===== src/design/tpo_regs.svh =====
/*
 Register indices, field positions and reset values of the timer pin output block.
 Assumes word addressing on the Avalon-MM slave: the byte address is four times the index.
*/
`ifndef TPO_REGS_SVH
`define TPO_REGS_SVH

`define TPO_CNT_W 16
`define TPO_NPIN 4
`define TPO_NCH 2
`define TPO_ADDR_W 6
`define TPO_DATA_W 32

`define TPO_IDX_START_A 6'h00
`define TPO_IDX_START 6'h01
`define TPO_IDX_MODE 6'h02
`define TPO_IDX_OCR_FIRST 6'h03
`define TPO_IDX_OCR_SECOND 6'h04
`define TPO_IDX_IOC0 6'h05
`define TPO_IDX_IOC1 6'h06
`define TPO_IDX_GCA0 6'h07
`define TPO_IDX_GCA1 6'h08
`define TPO_IDX_PERIOD 6'h09
`define TPO_IDX_CNT0 6'h0a
`define TPO_IDX_CNT1 6'h0b
`define TPO_IDX_DEAD 6'h0c
`define TPO_IDX_HIZ_FIRST 6'h0d
`define TPO_IDX_HIZ_SECOND 6'h0e
`define TPO_IDX_PFS 6'h0f
`define TPO_IDX_GPIO 6'h10
`define TPO_IDX_STATUS 6'h11
`define TPO_IDX_ADCA 6'h12
`define TPO_IDX_ADCB 6'h13

`define TPO_MODE_MSB 1
`define TPO_IOC_INIT_BIT 0
`define TPO_IOC_ACT_LSB 1
`define TPO_IOC_ACT_MSB 2
`define TPO_OCR_SEL_BIT 7
`define TPO_HIZ_EN_BIT 0
`define TPO_ST_HIZ_BIT 0
`define TPO_ST_LVL0_BIT 1
`define TPO_ST_LVL1_BIT 2

`define TPO_PERIOD_RST 16'hffff
`define TPO_DEAD_RST 16'h0010
`define TPO_PFS_RST 4'hf

`endif


===== src/design/tpo_pkg.sv =====
/*
 Types shared by the timer pin output block.
 Assumes tpo_regs.svh is on the include path.
*/
`include "tpo_regs.svh"

package tpo_pkg;
   typedef logic [`TPO_CNT_W-1:0] tpo_cnt_t;
   typedef logic [`TPO_DATA_W-1:0] tpo_word_t;
   typedef enum logic [1:0] {TPO_MODE_NORMAL, TPO_MODE_COMP, TPO_MODE_RSYNC, TPO_MODE_RSVD}
      tpo_mode_t;
   typedef enum logic [1:0] {TPO_ACT_NONE, TPO_ACT_LOW, TPO_ACT_HIGH, TPO_ACT_TOGGLE} tpo_act_t;
endpackage : tpo_pkg


===== src/design/tpo_chan_if.sv =====
/*
 Signals between the register side and one channel counter.
 Assumes tpo_pkg is compiled first.
*/
`timescale 1ns/1ps

interface tpo_chan_if;
   import tpo_pkg::*;
   logic run;
   logic pwm_mode;
   logic halt_level;
   logic io_load;
   logic io_init;
   tpo_act_t io_act;
   tpo_cnt_t cmp_a;
   tpo_cnt_t period;
   tpo_cnt_t ext_cnt;
   tpo_cnt_t sub_cnt;
   logic use_ext;
   tpo_cnt_t count;
   logic level;
   logic match_a;
   modport ctrl (output run, pwm_mode, halt_level, io_load, io_init, io_act, cmp_a, period,
      ext_cnt, sub_cnt, use_ext, input count, level, match_a);
   modport chan (input run, pwm_mode, halt_level, io_load, io_init, io_act, cmp_a, period,
      ext_cnt, sub_cnt, use_ext, output count, level, match_a);
endinterface : tpo_chan_if


===== src/design/tpo_chan.sv =====
/*
 One channel: up counter, compare-A match and output pin level.
 Assumes the control side drives all settings on the same clock, from registers except io_load and io_init, which come from the bus write.
*/
`timescale 1ns/1ps

module tpo_chan
   import tpo_pkg::*;
(
   input wire logic clock,
   input wire logic rst,
   tpo_chan_if.chan cif
);
   logic run_q_ff;
   tpo_cnt_t count_ff;
   logic level_ff;
   logic match;

   assign match = cif.run & ((count_ff == cif.cmp_a) |
      (cif.use_ext & ((cif.ext_cnt == cif.cmp_a) | (cif.sub_cnt == cif.cmp_a))));

   assign cif.count = count_ff;
   assign cif.level = level_ff;
   assign cif.match_a = match;

   always_ff @(posedge clock or posedge rst) begin
      if (rst) begin
         run_q_ff <= 1'b0;
      end else begin
         run_q_ff <= cif.run;
      end
   end

   always_ff @(posedge clock or posedge rst) begin
      if (rst) begin
         count_ff <= '0;
      end else if (cif.run) begin
         if (count_ff == cif.period) begin
            count_ff <= '0;
         end else begin
            count_ff <= count_ff + 1'b1;
         end
      end
   end

   always_ff @(posedge clock or posedge rst) begin
      if (rst) begin
         level_ff <= 1'b0;
      end else if (cif.io_load && !cif.run) begin
         level_ff <= cif.io_init;
      end else if (run_q_ff && !cif.run && cif.pwm_mode) begin
         level_ff <= cif.halt_level;
      end else if (match) begin
         case (cif.io_act)
            TPO_ACT_LOW: level_ff <= 1'b0;
            TPO_ACT_HIGH: level_ff <= 1'b1;
            TPO_ACT_TOGGLE: level_ff <= ~level_ff;
            default: level_ff <= level_ff;
         endcase
      end
   end
endmodule : tpo_chan


===== src/design/tpo_top.sv =====
/*
 Timer pin output block: two paired channels, pin muxing, output disable, A/D triggers,
 and an Avalon-MM register slave.
 Assumes hiz_request is asynchronous to clock; pins resolve their level from pin_oe_n.
*/
`timescale 1ns/1ps
`include "tpo_regs.svh"

module tpo_top
   import tpo_pkg::*;
(
   input wire logic clock,
   input wire logic rst,
   input wire logic [`TPO_ADDR_W-1:0] avs_address,
   input wire logic avs_read,
   input wire logic avs_write,
   input wire logic [`TPO_DATA_W-1:0] avs_writedata,
   input wire logic [3:0] avs_byteenable,
   output logic [`TPO_DATA_W-1:0] avs_readdata,
   output logic avs_waitrequest,
   input wire logic hiz_request,
   output logic [`TPO_NPIN-1:0] pin_out,
   output logic [`TPO_NPIN-1:0] pin_oe_n,
   output logic compare_a_adc_trigger,
   output logic adc_start_req
);
   logic wait_ff;
   tpo_word_t readdata_ff;
   logic [1:0] run_ff;
   logic [7:0] mode_ff;
   logic [7:0] ocr_first_ff;
   logic [7:0] ocr_second_ff;
   logic [7:0] ioc_ff [`TPO_NCH];
   tpo_cnt_t gca_ff [`TPO_NCH];
   tpo_cnt_t period_ff;
   tpo_cnt_t dead_ff;
   tpo_cnt_t sub_cnt_ff;
   tpo_cnt_t adca_ff;
   tpo_cnt_t adcb_ff;
   logic [7:0] hiz_first_ff;
   logic [7:0] hiz_second_ff;
   logic [`TPO_NPIN-1:0] pfs_ff;
   logic [`TPO_NPIN-1:0] gpio_ff;
   logic sync1_ff;
   logic sync2_ff;
   logic sync3_ff;
   logic hiz_req_ff;
   logic [`TPO_NPIN-1:0] pin_out_ff;
   logic [`TPO_NPIN-1:0] pin_oe_n_ff;
   logic trig_a_ff;
   logic adc_start_ff;

   tpo_word_t cur_word;
   tpo_word_t nxt_word;
   logic wr_go;
   logic rd_go;
   tpo_mode_t mode;
   logic pwm_mode;
   logic comp_mode;
   logic hiz_active;
   logic hiz_ch [`TPO_NCH];
   tpo_cnt_t cnt [`TPO_NCH];
   logic lvl [`TPO_NCH];
   logic match [`TPO_NCH];
   logic io_load [`TPO_NCH];
   logic io_init [`TPO_NCH];
   logic halt_lvl [`TPO_NCH];

   function automatic tpo_word_t tpo_merge(input tpo_word_t old_w, input tpo_word_t new_w,
         input logic [3:0] be);
      tpo_word_t res;
      res = old_w;
      for (int b = 0; b < 4; b++) begin
         if (be[b]) begin
            res[b*8 +: 8] = new_w[b*8 +: 8];
         end
      end
      return res;
   endfunction : tpo_merge

   assign mode = tpo_mode_t'(mode_ff[`TPO_MODE_MSB:0]);
   assign comp_mode = (mode == TPO_MODE_COMP);
   assign pwm_mode = comp_mode || (mode == TPO_MODE_RSYNC);
   assign wr_go = avs_write & ~wait_ff;
   assign rd_go = avs_read & wait_ff;
   assign hiz_ch[0] = hiz_first_ff[`TPO_HIZ_EN_BIT] & hiz_req_ff;
   assign hiz_ch[1] = hiz_second_ff[`TPO_HIZ_EN_BIT] & hiz_req_ff;
   assign hiz_active = hiz_ch[0] | hiz_ch[1];

   // Current value of the addressed word, also the base for byte merging
   always_comb begin
      cur_word = '0;
      case (avs_address)
         `TPO_IDX_START_A: cur_word[1:0] = run_ff;
         `TPO_IDX_START: cur_word[1:0] = run_ff;
         `TPO_IDX_MODE: cur_word[7:0] = mode_ff;
         `TPO_IDX_OCR_FIRST: cur_word[7:0] = ocr_first_ff;
         `TPO_IDX_OCR_SECOND: cur_word[7:0] = ocr_second_ff;
         `TPO_IDX_IOC0: cur_word[7:0] = ioc_ff[0];
         `TPO_IDX_IOC1: cur_word[7:0] = ioc_ff[1];
         `TPO_IDX_GCA0: cur_word[`TPO_CNT_W-1:0] = gca_ff[0];
         `TPO_IDX_GCA1: cur_word[`TPO_CNT_W-1:0] = gca_ff[1];
         `TPO_IDX_PERIOD: cur_word[`TPO_CNT_W-1:0] = period_ff;
         `TPO_IDX_CNT0: cur_word[`TPO_CNT_W-1:0] = cnt[0];
         `TPO_IDX_CNT1: cur_word[`TPO_CNT_W-1:0] = cnt[1];
         `TPO_IDX_DEAD: cur_word[`TPO_CNT_W-1:0] = dead_ff;
         `TPO_IDX_HIZ_FIRST: cur_word[7:0] = hiz_first_ff;
         `TPO_IDX_HIZ_SECOND: cur_word[7:0] = hiz_second_ff;
         `TPO_IDX_PFS: cur_word[`TPO_NPIN-1:0] = pfs_ff;
         `TPO_IDX_GPIO: cur_word[`TPO_NPIN-1:0] = gpio_ff;
         `TPO_IDX_STATUS: begin
            cur_word[`TPO_ST_HIZ_BIT] = hiz_active;
            cur_word[`TPO_ST_LVL0_BIT] = lvl[0];
            cur_word[`TPO_ST_LVL1_BIT] = lvl[1];
         end
         `TPO_IDX_ADCA: cur_word[`TPO_CNT_W-1:0] = adca_ff;
         `TPO_IDX_ADCB: cur_word[`TPO_CNT_W-1:0] = adcb_ff;
         default: cur_word = '0;
      endcase
   end

   assign nxt_word = tpo_merge(cur_word, avs_writedata, avs_byteenable);

   // One wait cycle per access; read data captured as waitrequest drops
   always_ff @(posedge clock or posedge rst) begin
      if (rst) begin
         wait_ff <= 1'b1;
         readdata_ff <= '0;
      end else begin
         wait_ff <= ~((avs_read | avs_write) & wait_ff);
         if (rd_go) begin
            readdata_ff <= cur_word;
         end
      end
   end

   always_ff @(posedge clock or posedge rst) begin
      if (rst) begin
         run_ff <= '0;
      end else if (wr_go && (avs_address == `TPO_IDX_START_A ||
            avs_address == `TPO_IDX_START)) begin
         run_ff <= nxt_word[1:0];
      end
   end

   always_ff @(posedge clock or posedge rst) begin
      if (rst) begin
         mode_ff <= '0;
         ocr_first_ff <= '0;
         ocr_second_ff <= '0;
         ioc_ff[0] <= '0;
         ioc_ff[1] <= '0;
         gca_ff[0] <= '0;
         gca_ff[1] <= '0;
         period_ff <= `TPO_PERIOD_RST;
         dead_ff <= `TPO_DEAD_RST;
         adca_ff <= '0;
         adcb_ff <= '0;
         hiz_first_ff <= '0;
         hiz_second_ff <= '0;
         pfs_ff <= `TPO_PFS_RST;
         gpio_ff <= '0;
      end else if (wr_go) begin
         case (avs_address)
            `TPO_IDX_MODE: mode_ff <= nxt_word[7:0];
            `TPO_IDX_OCR_FIRST: ocr_first_ff <= nxt_word[7:0];
            `TPO_IDX_OCR_SECOND: ocr_second_ff <= nxt_word[7:0];
            `TPO_IDX_IOC0: ioc_ff[0] <= nxt_word[7:0];
            `TPO_IDX_IOC1: ioc_ff[1] <= nxt_word[7:0];
            `TPO_IDX_GCA0: gca_ff[0] <= nxt_word[`TPO_CNT_W-1:0];
            `TPO_IDX_GCA1: gca_ff[1] <= nxt_word[`TPO_CNT_W-1:0];
            `TPO_IDX_PERIOD: period_ff <= nxt_word[`TPO_CNT_W-1:0];
            `TPO_IDX_DEAD: dead_ff <= nxt_word[`TPO_CNT_W-1:0];
            `TPO_IDX_ADCA: adca_ff <= nxt_word[`TPO_CNT_W-1:0];
            `TPO_IDX_ADCB: adcb_ff <= nxt_word[`TPO_CNT_W-1:0];
            `TPO_IDX_HIZ_FIRST: hiz_first_ff <= nxt_word[7:0];
            `TPO_IDX_HIZ_SECOND: hiz_second_ff <= nxt_word[7:0];
            `TPO_IDX_PFS: pfs_ff <= nxt_word[`TPO_NPIN-1:0];
            `TPO_IDX_GPIO: gpio_ff <= nxt_word[`TPO_NPIN-1:0];
            default: mode_ff <= mode_ff;
         endcase
      end
   end

   // Dead-time sub-counter runs with the second channel in complementary mode
   always_ff @(posedge clock or posedge rst) begin
      if (rst) begin
         sub_cnt_ff <= '0;
      end else if (comp_mode && run_ff[1]) begin
         if (sub_cnt_ff == dead_ff) begin
            sub_cnt_ff <= '0;
         end else begin
            sub_cnt_ff <= sub_cnt_ff + 1'b1;
         end
      end
   end

   // Output disable request: three stages, accepted when the last two agree
   always_ff @(posedge clock or posedge rst) begin
      if (rst) begin
         sync1_ff <= 1'b0;
         sync2_ff <= 1'b0;
         sync3_ff <= 1'b0;
         hiz_req_ff <= 1'b0;
      end else begin
         sync1_ff <= hiz_request;
         sync2_ff <= sync1_ff;
         sync3_ff <= sync2_ff;
         if (sync2_ff == sync3_ff) begin
            hiz_req_ff <= sync3_ff;
         end
      end
   end

   generate
      for (genvar c = 0; c < `TPO_NCH; c++) begin : g_ch
         tpo_chan_if cif ();
         assign io_load[c] = wr_go && (avs_address == `TPO_IDX_IOC0 + c) && avs_byteenable[0];
         assign io_init[c] = nxt_word[`TPO_IOC_INIT_BIT];
         assign halt_lvl[c] = ocr_second_ff[`TPO_OCR_SEL_BIT] ? ocr_second_ff[c] :
            ocr_first_ff[c];
         assign cif.run = run_ff[c];
         assign cif.pwm_mode = pwm_mode;
         assign cif.halt_level = halt_lvl[c];
         assign cif.io_load = io_load[c];
         assign cif.io_init = io_init[c];
         assign cif.io_act = tpo_act_t'(ioc_ff[c][`TPO_IOC_ACT_MSB:`TPO_IOC_ACT_LSB]);
         assign cif.cmp_a = gca_ff[c];
         assign cif.period = period_ff;
         assign cif.ext_cnt = cnt[0];
         assign cif.sub_cnt = sub_cnt_ff;
         assign cif.use_ext = comp_mode && (c == 1);
         assign cnt[c] = cif.count;
         assign lvl[c] = cif.level;
         assign match[c] = cif.match_a;
         tpo_chan u_chan (
            .clock(clock),
            .rst(rst),
            .cif(cif)
         );
      end
   endgenerate

   always_ff @(posedge clock or posedge rst) begin
      if (rst) begin
         trig_a_ff <= 1'b0;
         adc_start_ff <= 1'b0;
      end else begin
         trig_a_ff <= match[1];
         adc_start_ff <= run_ff[1] && (cnt[1] == adca_ff || cnt[1] == adcb_ff);
      end
   end

   generate
      for (genvar p = 0; p < `TPO_NPIN; p++) begin : g_pin
         always_ff @(posedge clock or posedge rst) begin
            if (rst) begin
               pin_out_ff[p] <= 1'b0;
               pin_oe_n_ff[p] <= 1'b1;
            end else begin
               pin_out_ff[p] <= pfs_ff[p] ? lvl[p % `TPO_NCH] : gpio_ff[p];
               pin_oe_n_ff[p] <= hiz_ch[p % `TPO_NCH];
            end
         end
      end
   endgenerate

   assign avs_readdata = readdata_ff;
   assign avs_waitrequest = wait_ff;
   assign pin_out = pin_out_ff;
   assign pin_oe_n = pin_oe_n_ff;
   assign compare_a_adc_trigger = trig_a_ff;
   assign adc_start_req = adc_start_ff;
endmodule : tpo_top


===== config.mk =====
export PLATFORM = sky130hd
export DESIGN_NAME = tpo_top
export DESIGN_NICKNAME = d
export VERILOG_FILES = /design/src/design/tpo_pkg.sv /design/src/design/tpo_chan_if.sv /design/src/design/tpo_chan.sv /design/src/design/tpo_top.sv
export VERILOG_INCLUDE_DIRS = /design/src /design/src/design
export SDC_FILE = /design/constraint.sdc
export NUM_CORES = 1
export LEC_CHECK = 0
export BUFFER_PORTS_ARGS = -buffer_cell sky130_fd_sc_hd__buf_2
export CORE_MARGIN = 3
export CORE_UTILIZATION = 45
export CTS_CLUSTER_SIZE = 28
export DETAILED_ROUTE_END_ITERATION = 8
export REMOVE_ABC_BUFFERS = 1
export SLEW_MARGIN = 20
export SYNTH_ARGS = -nofsm -noshare
export SYNTH_HDL_FRONTEND = slang
export SYNTH_SLANG_ARGS = --single-unit

===== constraint.sdc =====
create_clock -name clock -period 9.3 [get_ports clock]
set_input_delay 0.465 -clock clock [delete_from_list [all_inputs] [get_ports clock]]
set_output_delay 0.465 -clock clock [all_outputs]
set_load 0.03 [all_outputs]

==> results.toml <==
[run_status]
status = "complete, no violations"

[place]
port_buffers = 55
routabilityCongestion = 0.891
place_hpwl_mm = 27.1

[timing]
max_freq_ghz = 0.314
fin_hold_ws_ps = 57.6
worst_clock_skew_ps = 15.3
grt_setup_unrepaired = "false"
worst_slew_margin_rel = 0.266
timing_max_transition_violations_final = 0
max_slew.worst_pin.slew_ps = 1090
timing_hold_violations_final = 0
timing.final.setup_violations = 0
post-route-min-period_ps = 3180
min_period_over_period = 0.342
tns_ps = 0

[floorplanning]
die_span_in_x_um = 174
die_y_um = 174
fp-row-count = 60
io-pin-count = 90
initial_utilization = 0.464
fp.dieArea_um2 = 30300
coreArea_um2 = 27400

[finish]
share_of_post_route_cells_with_drive_strength_above_1 = 0.117
finalCoreUtilization = 0.505
area.growth.synth_to_final_pct = 8.86
antennaDiodeCount = 0
fillCellCount = 2577
finish.net_count = 1390

[setup_path]
worst_reg2reg_path_startpoint = "run_ff[1]$_DFFE_PP0P_"
critical_path_required_ps = 9750
worst_r2r_endpoint = "hiz_first_ff[1]$_DFFE_PP0P_"
worstPathArrival_ps = 3640
endpoint_kind = "register"
cp-start-kind = "primary input"
setup.reg_to_reg.worst_slack_ps = 6400
critPathKind = "primary input to register"
cp_max_fo = 17
r2r.worst_path.cells = 7

[route]
post_route_wl_mm = 38.0
drt-wirelength-per-cell_um = 22.0
drt_first_pass_iters = 8
drt.antenna.violating_nets = 0
via_count = 9942
vias_per_cell = 5.75
drc = 0
drtIter0Drc = 950

[power_and_ir_drop]
power_density_nw_per_um2 = 205
peak_supply_drop_uv = 141
p_leak_nw = 6.26

[clock_tree]
cts_tree = "done"
h-tree-depth = 1
clockBufferDepth = 3
clk_latency_worst_skew_pair_ps = 560
clockRootBuffer = "sky130_fd_sc_hd__clkbuf_16"
tritoncts.num_buffers = 27
tritoncts_num_sinks = 243
clock_slew_at_reported_path_ffs_ps = 60
postCtsResizedCells = 0

[global_routing]
overall_fraction_of_global_route_tracks_in_use = 0.247
grt_antenna_before_repair = 0
grt.overflow.total = 0
via_count_of_the_first_global_routing_pass = 9523
global_route_wire_length_before_repair_mm = 58.7
grt_start_max_net_pins = 111

[logic_synthesis]
synth_enable_flop_cells = 0
synth_area_leaders = "sky130_fd_sc_hd__dfrtp_1 (43%), sky130_fd_sc_hd__nand2_1 (6.9%), sky130_fd_sc_hd__xor2_1 (6.5%)"
synth_area_um2 = 12700
synth_largest_type_area_fraction = 0.431
ys_warn_count = 0
ys_ff_latch = 243
syn_avg_cell_area_um2 = 9.33
synthesis.instances = 1364
yosys_most_used_dff = "sky130_fd_sc_hd__dfrtp_1"
synth.distinct_cells = 60
synth_async_sr_flop_share = 1.00
synthDominantAreaCellType = "sky130_fd_sc_hd__dfrtp_1"
synth-seq-area-share = 0.480

[min_path]
hold_class = "primary input to async pin"

[flow_run]
max_cap_viol_count = 0
## per-layer routing
metal | share of wire | vias to the layer above | GRT usage
met2 | 0.46 | 385 | 0.390
met5 | 0 | - | 0
met3 | 0.063 | 82 | 0.0360
met1 | 0.45 | 4845 | 0.355
li1 | - | 4630 | -
met4 | 0.032 | 0 | 0.0717
## kinds of logic after synthesis
family / count (synthesis) / share of synthesized area
adder cells (fa/ha/maj): 5 / 0.00472
flip-flops: 243 / 0.480
AND/OR/NAND/NOR: 481 / 0.180
multiplexers: 13 / 0.0111
buffers and inverters: 148 / 0.0559
other: 1 / 0.000295
XOR/XNOR: 179 / 0.123
AO/OA/AOI/OAI: 294 / 0.145
## what timing repair did
item	in CTS	in global routing
setup buffers	0	0
endpoints found under the hold margin	1	0
endpoints found under the setup margin	0	0
hold buffers	1	0
## critical path, cell delays in order
cell and delay, ps:
sky130_fd_sc_hd__buf_2 140, sky130_fd_sc_hd__nor4bb_1 920, sky130_fd_sc_hd__and2_1 850, sky130_fd_sc_hd__a22oi_1 360, sky130_fd_sc_hd__nand3_1 240, sky130_fd_sc_hd__o41ai_2 200
sky130_fd_sc_hd__buf_4 240, sky130_fd_sc_hd__o21ai_0 210
## flip-flops by register name, summed over array words and instances (netlist names), 16 cells and up
| name | count |
|---|---|
| g_ch.cif.cmp_a | 32 |
| g_ch.u_chan.cif.count | 32 |
| adca_ff | 16 |
| adcb_ff | 16 |
| avs_readdata | 16 |
| dead_ff | 16 |
| g_ch.cif.period | 16 |
| g_ch.cif.sub_cnt | 16 |
## cell usage after synthesis, drive strengths merged (23+ instances only)
| cell | number |
|---|---|
| dfrtp | 219 |
| nor4 | 23 |
| nand3 | 23 |
| a22oi | 40 |
| nand4 | 39 |
| o21ai | 197 |
| xor2 | 94 |
| nor2 | 56 |
| dfstp | 24 |
| buf | 51 |
| clkbuf | 86 |
| nand2 | 234 |
| and3 | 42 |
| xnor2 | 85 |
## worst max path at each step
| stage | start | depth (start not counted) | slack, ps | endpoint |
|---|---|---|---|---|
| after floorplan | rst | 1 | 2200 | adc_start_req$_DFF_PP0_ |
| after global placement | avs_address[2] | 9 | 5740 | adcb_ff[5]$_DFFE_PP0P_ |
| after detailed placement | avs_address[2] | 8 | 5700 | ocr_second_ff[3]$_DFFE_PP0P_ |
| after CTS | avs_address[2] | 8 | 6240 | ocr_second_ff[3]$_DFFE_PP0P_ |
| after global routing | avs_address[2] | 5 | 5970 | dead_ff[6]$_DFFE_PP0P_ |
| final | avs_address[2] | 8 | 6120 | ocr_second_ff[3]$_DFFE_PP0P_ |
## placed cells by master (no fill, tap or decap), drive strengths merged, types with 3 or more instances in the layout
cell       n
dfstp     24
a2111oi    7
clkinv     3
mux2       6
and4       4
nor2      56
and3      42
inv       13
nand2b     7
a221oi     9
buf       67
xor2      94
a21oi      6
nor2b      5
nor4      23
o21ai    197
nand4     39
xnor2     85
nand3     23
conb      16
ha         4
mux2i      7
a22oi     40
and2      21
nor4b      3
or3        3
clkbuf    41
o2bb2ai    3
nand2    234
nor3      12
or4        3
a222oi    17
dfrtp    219
o31ai      3
## cell type report
| cell class | count | area, um2 | share of cell area |
|---|---|---|---|
| multi-input combinational | 988 | 5970 | 0.431 |
| inverter | 11 | 48.8 | 0.00352 |
| clock buffer | 41 | 798 | 0.0576 |
| sequential | 243 | 6110 | 0.441 |
| clock inverter | 7 | 81.3 | 0.00587 |
| timing repair buffer | 68 | 375 | 0.0271 |
| tap | 372 | 465 | 0.0336 |
## stage by stage
| step | instances | cell area, um2 | power, mW | setup WS, ps |
|---|---|---|---|---|
| 6_report | 1730 | 13900 | 2.85 | 6120 |
| 5_1_grt | 1730 | 13900 | 2.97 | 5970 |
| 4_1_cts | 1730 | 13900 | 2.86 | 6240 |
| 3_5_place_dp | 1681 | 13000 | 1.79 | 5700 |
| 3_3_place_gp | 1681 | 13000 | 1.78 | 5740 |
| 2_1_floorplan | 1242 | 12100 | 1.61 | 2200 |
## power breakdown
part | leakage [nW] | switching, mW | internal [mW]
combinational | 2.61 | 0.272 | 0.188
sequential | 3.22 | 0.174 | 1.15
clock | 0.432 | 0.438 | 0.620
total | 6.26 | 0.884 | 1.96
No activity file was read; power rests on OpenSTA's default activity.
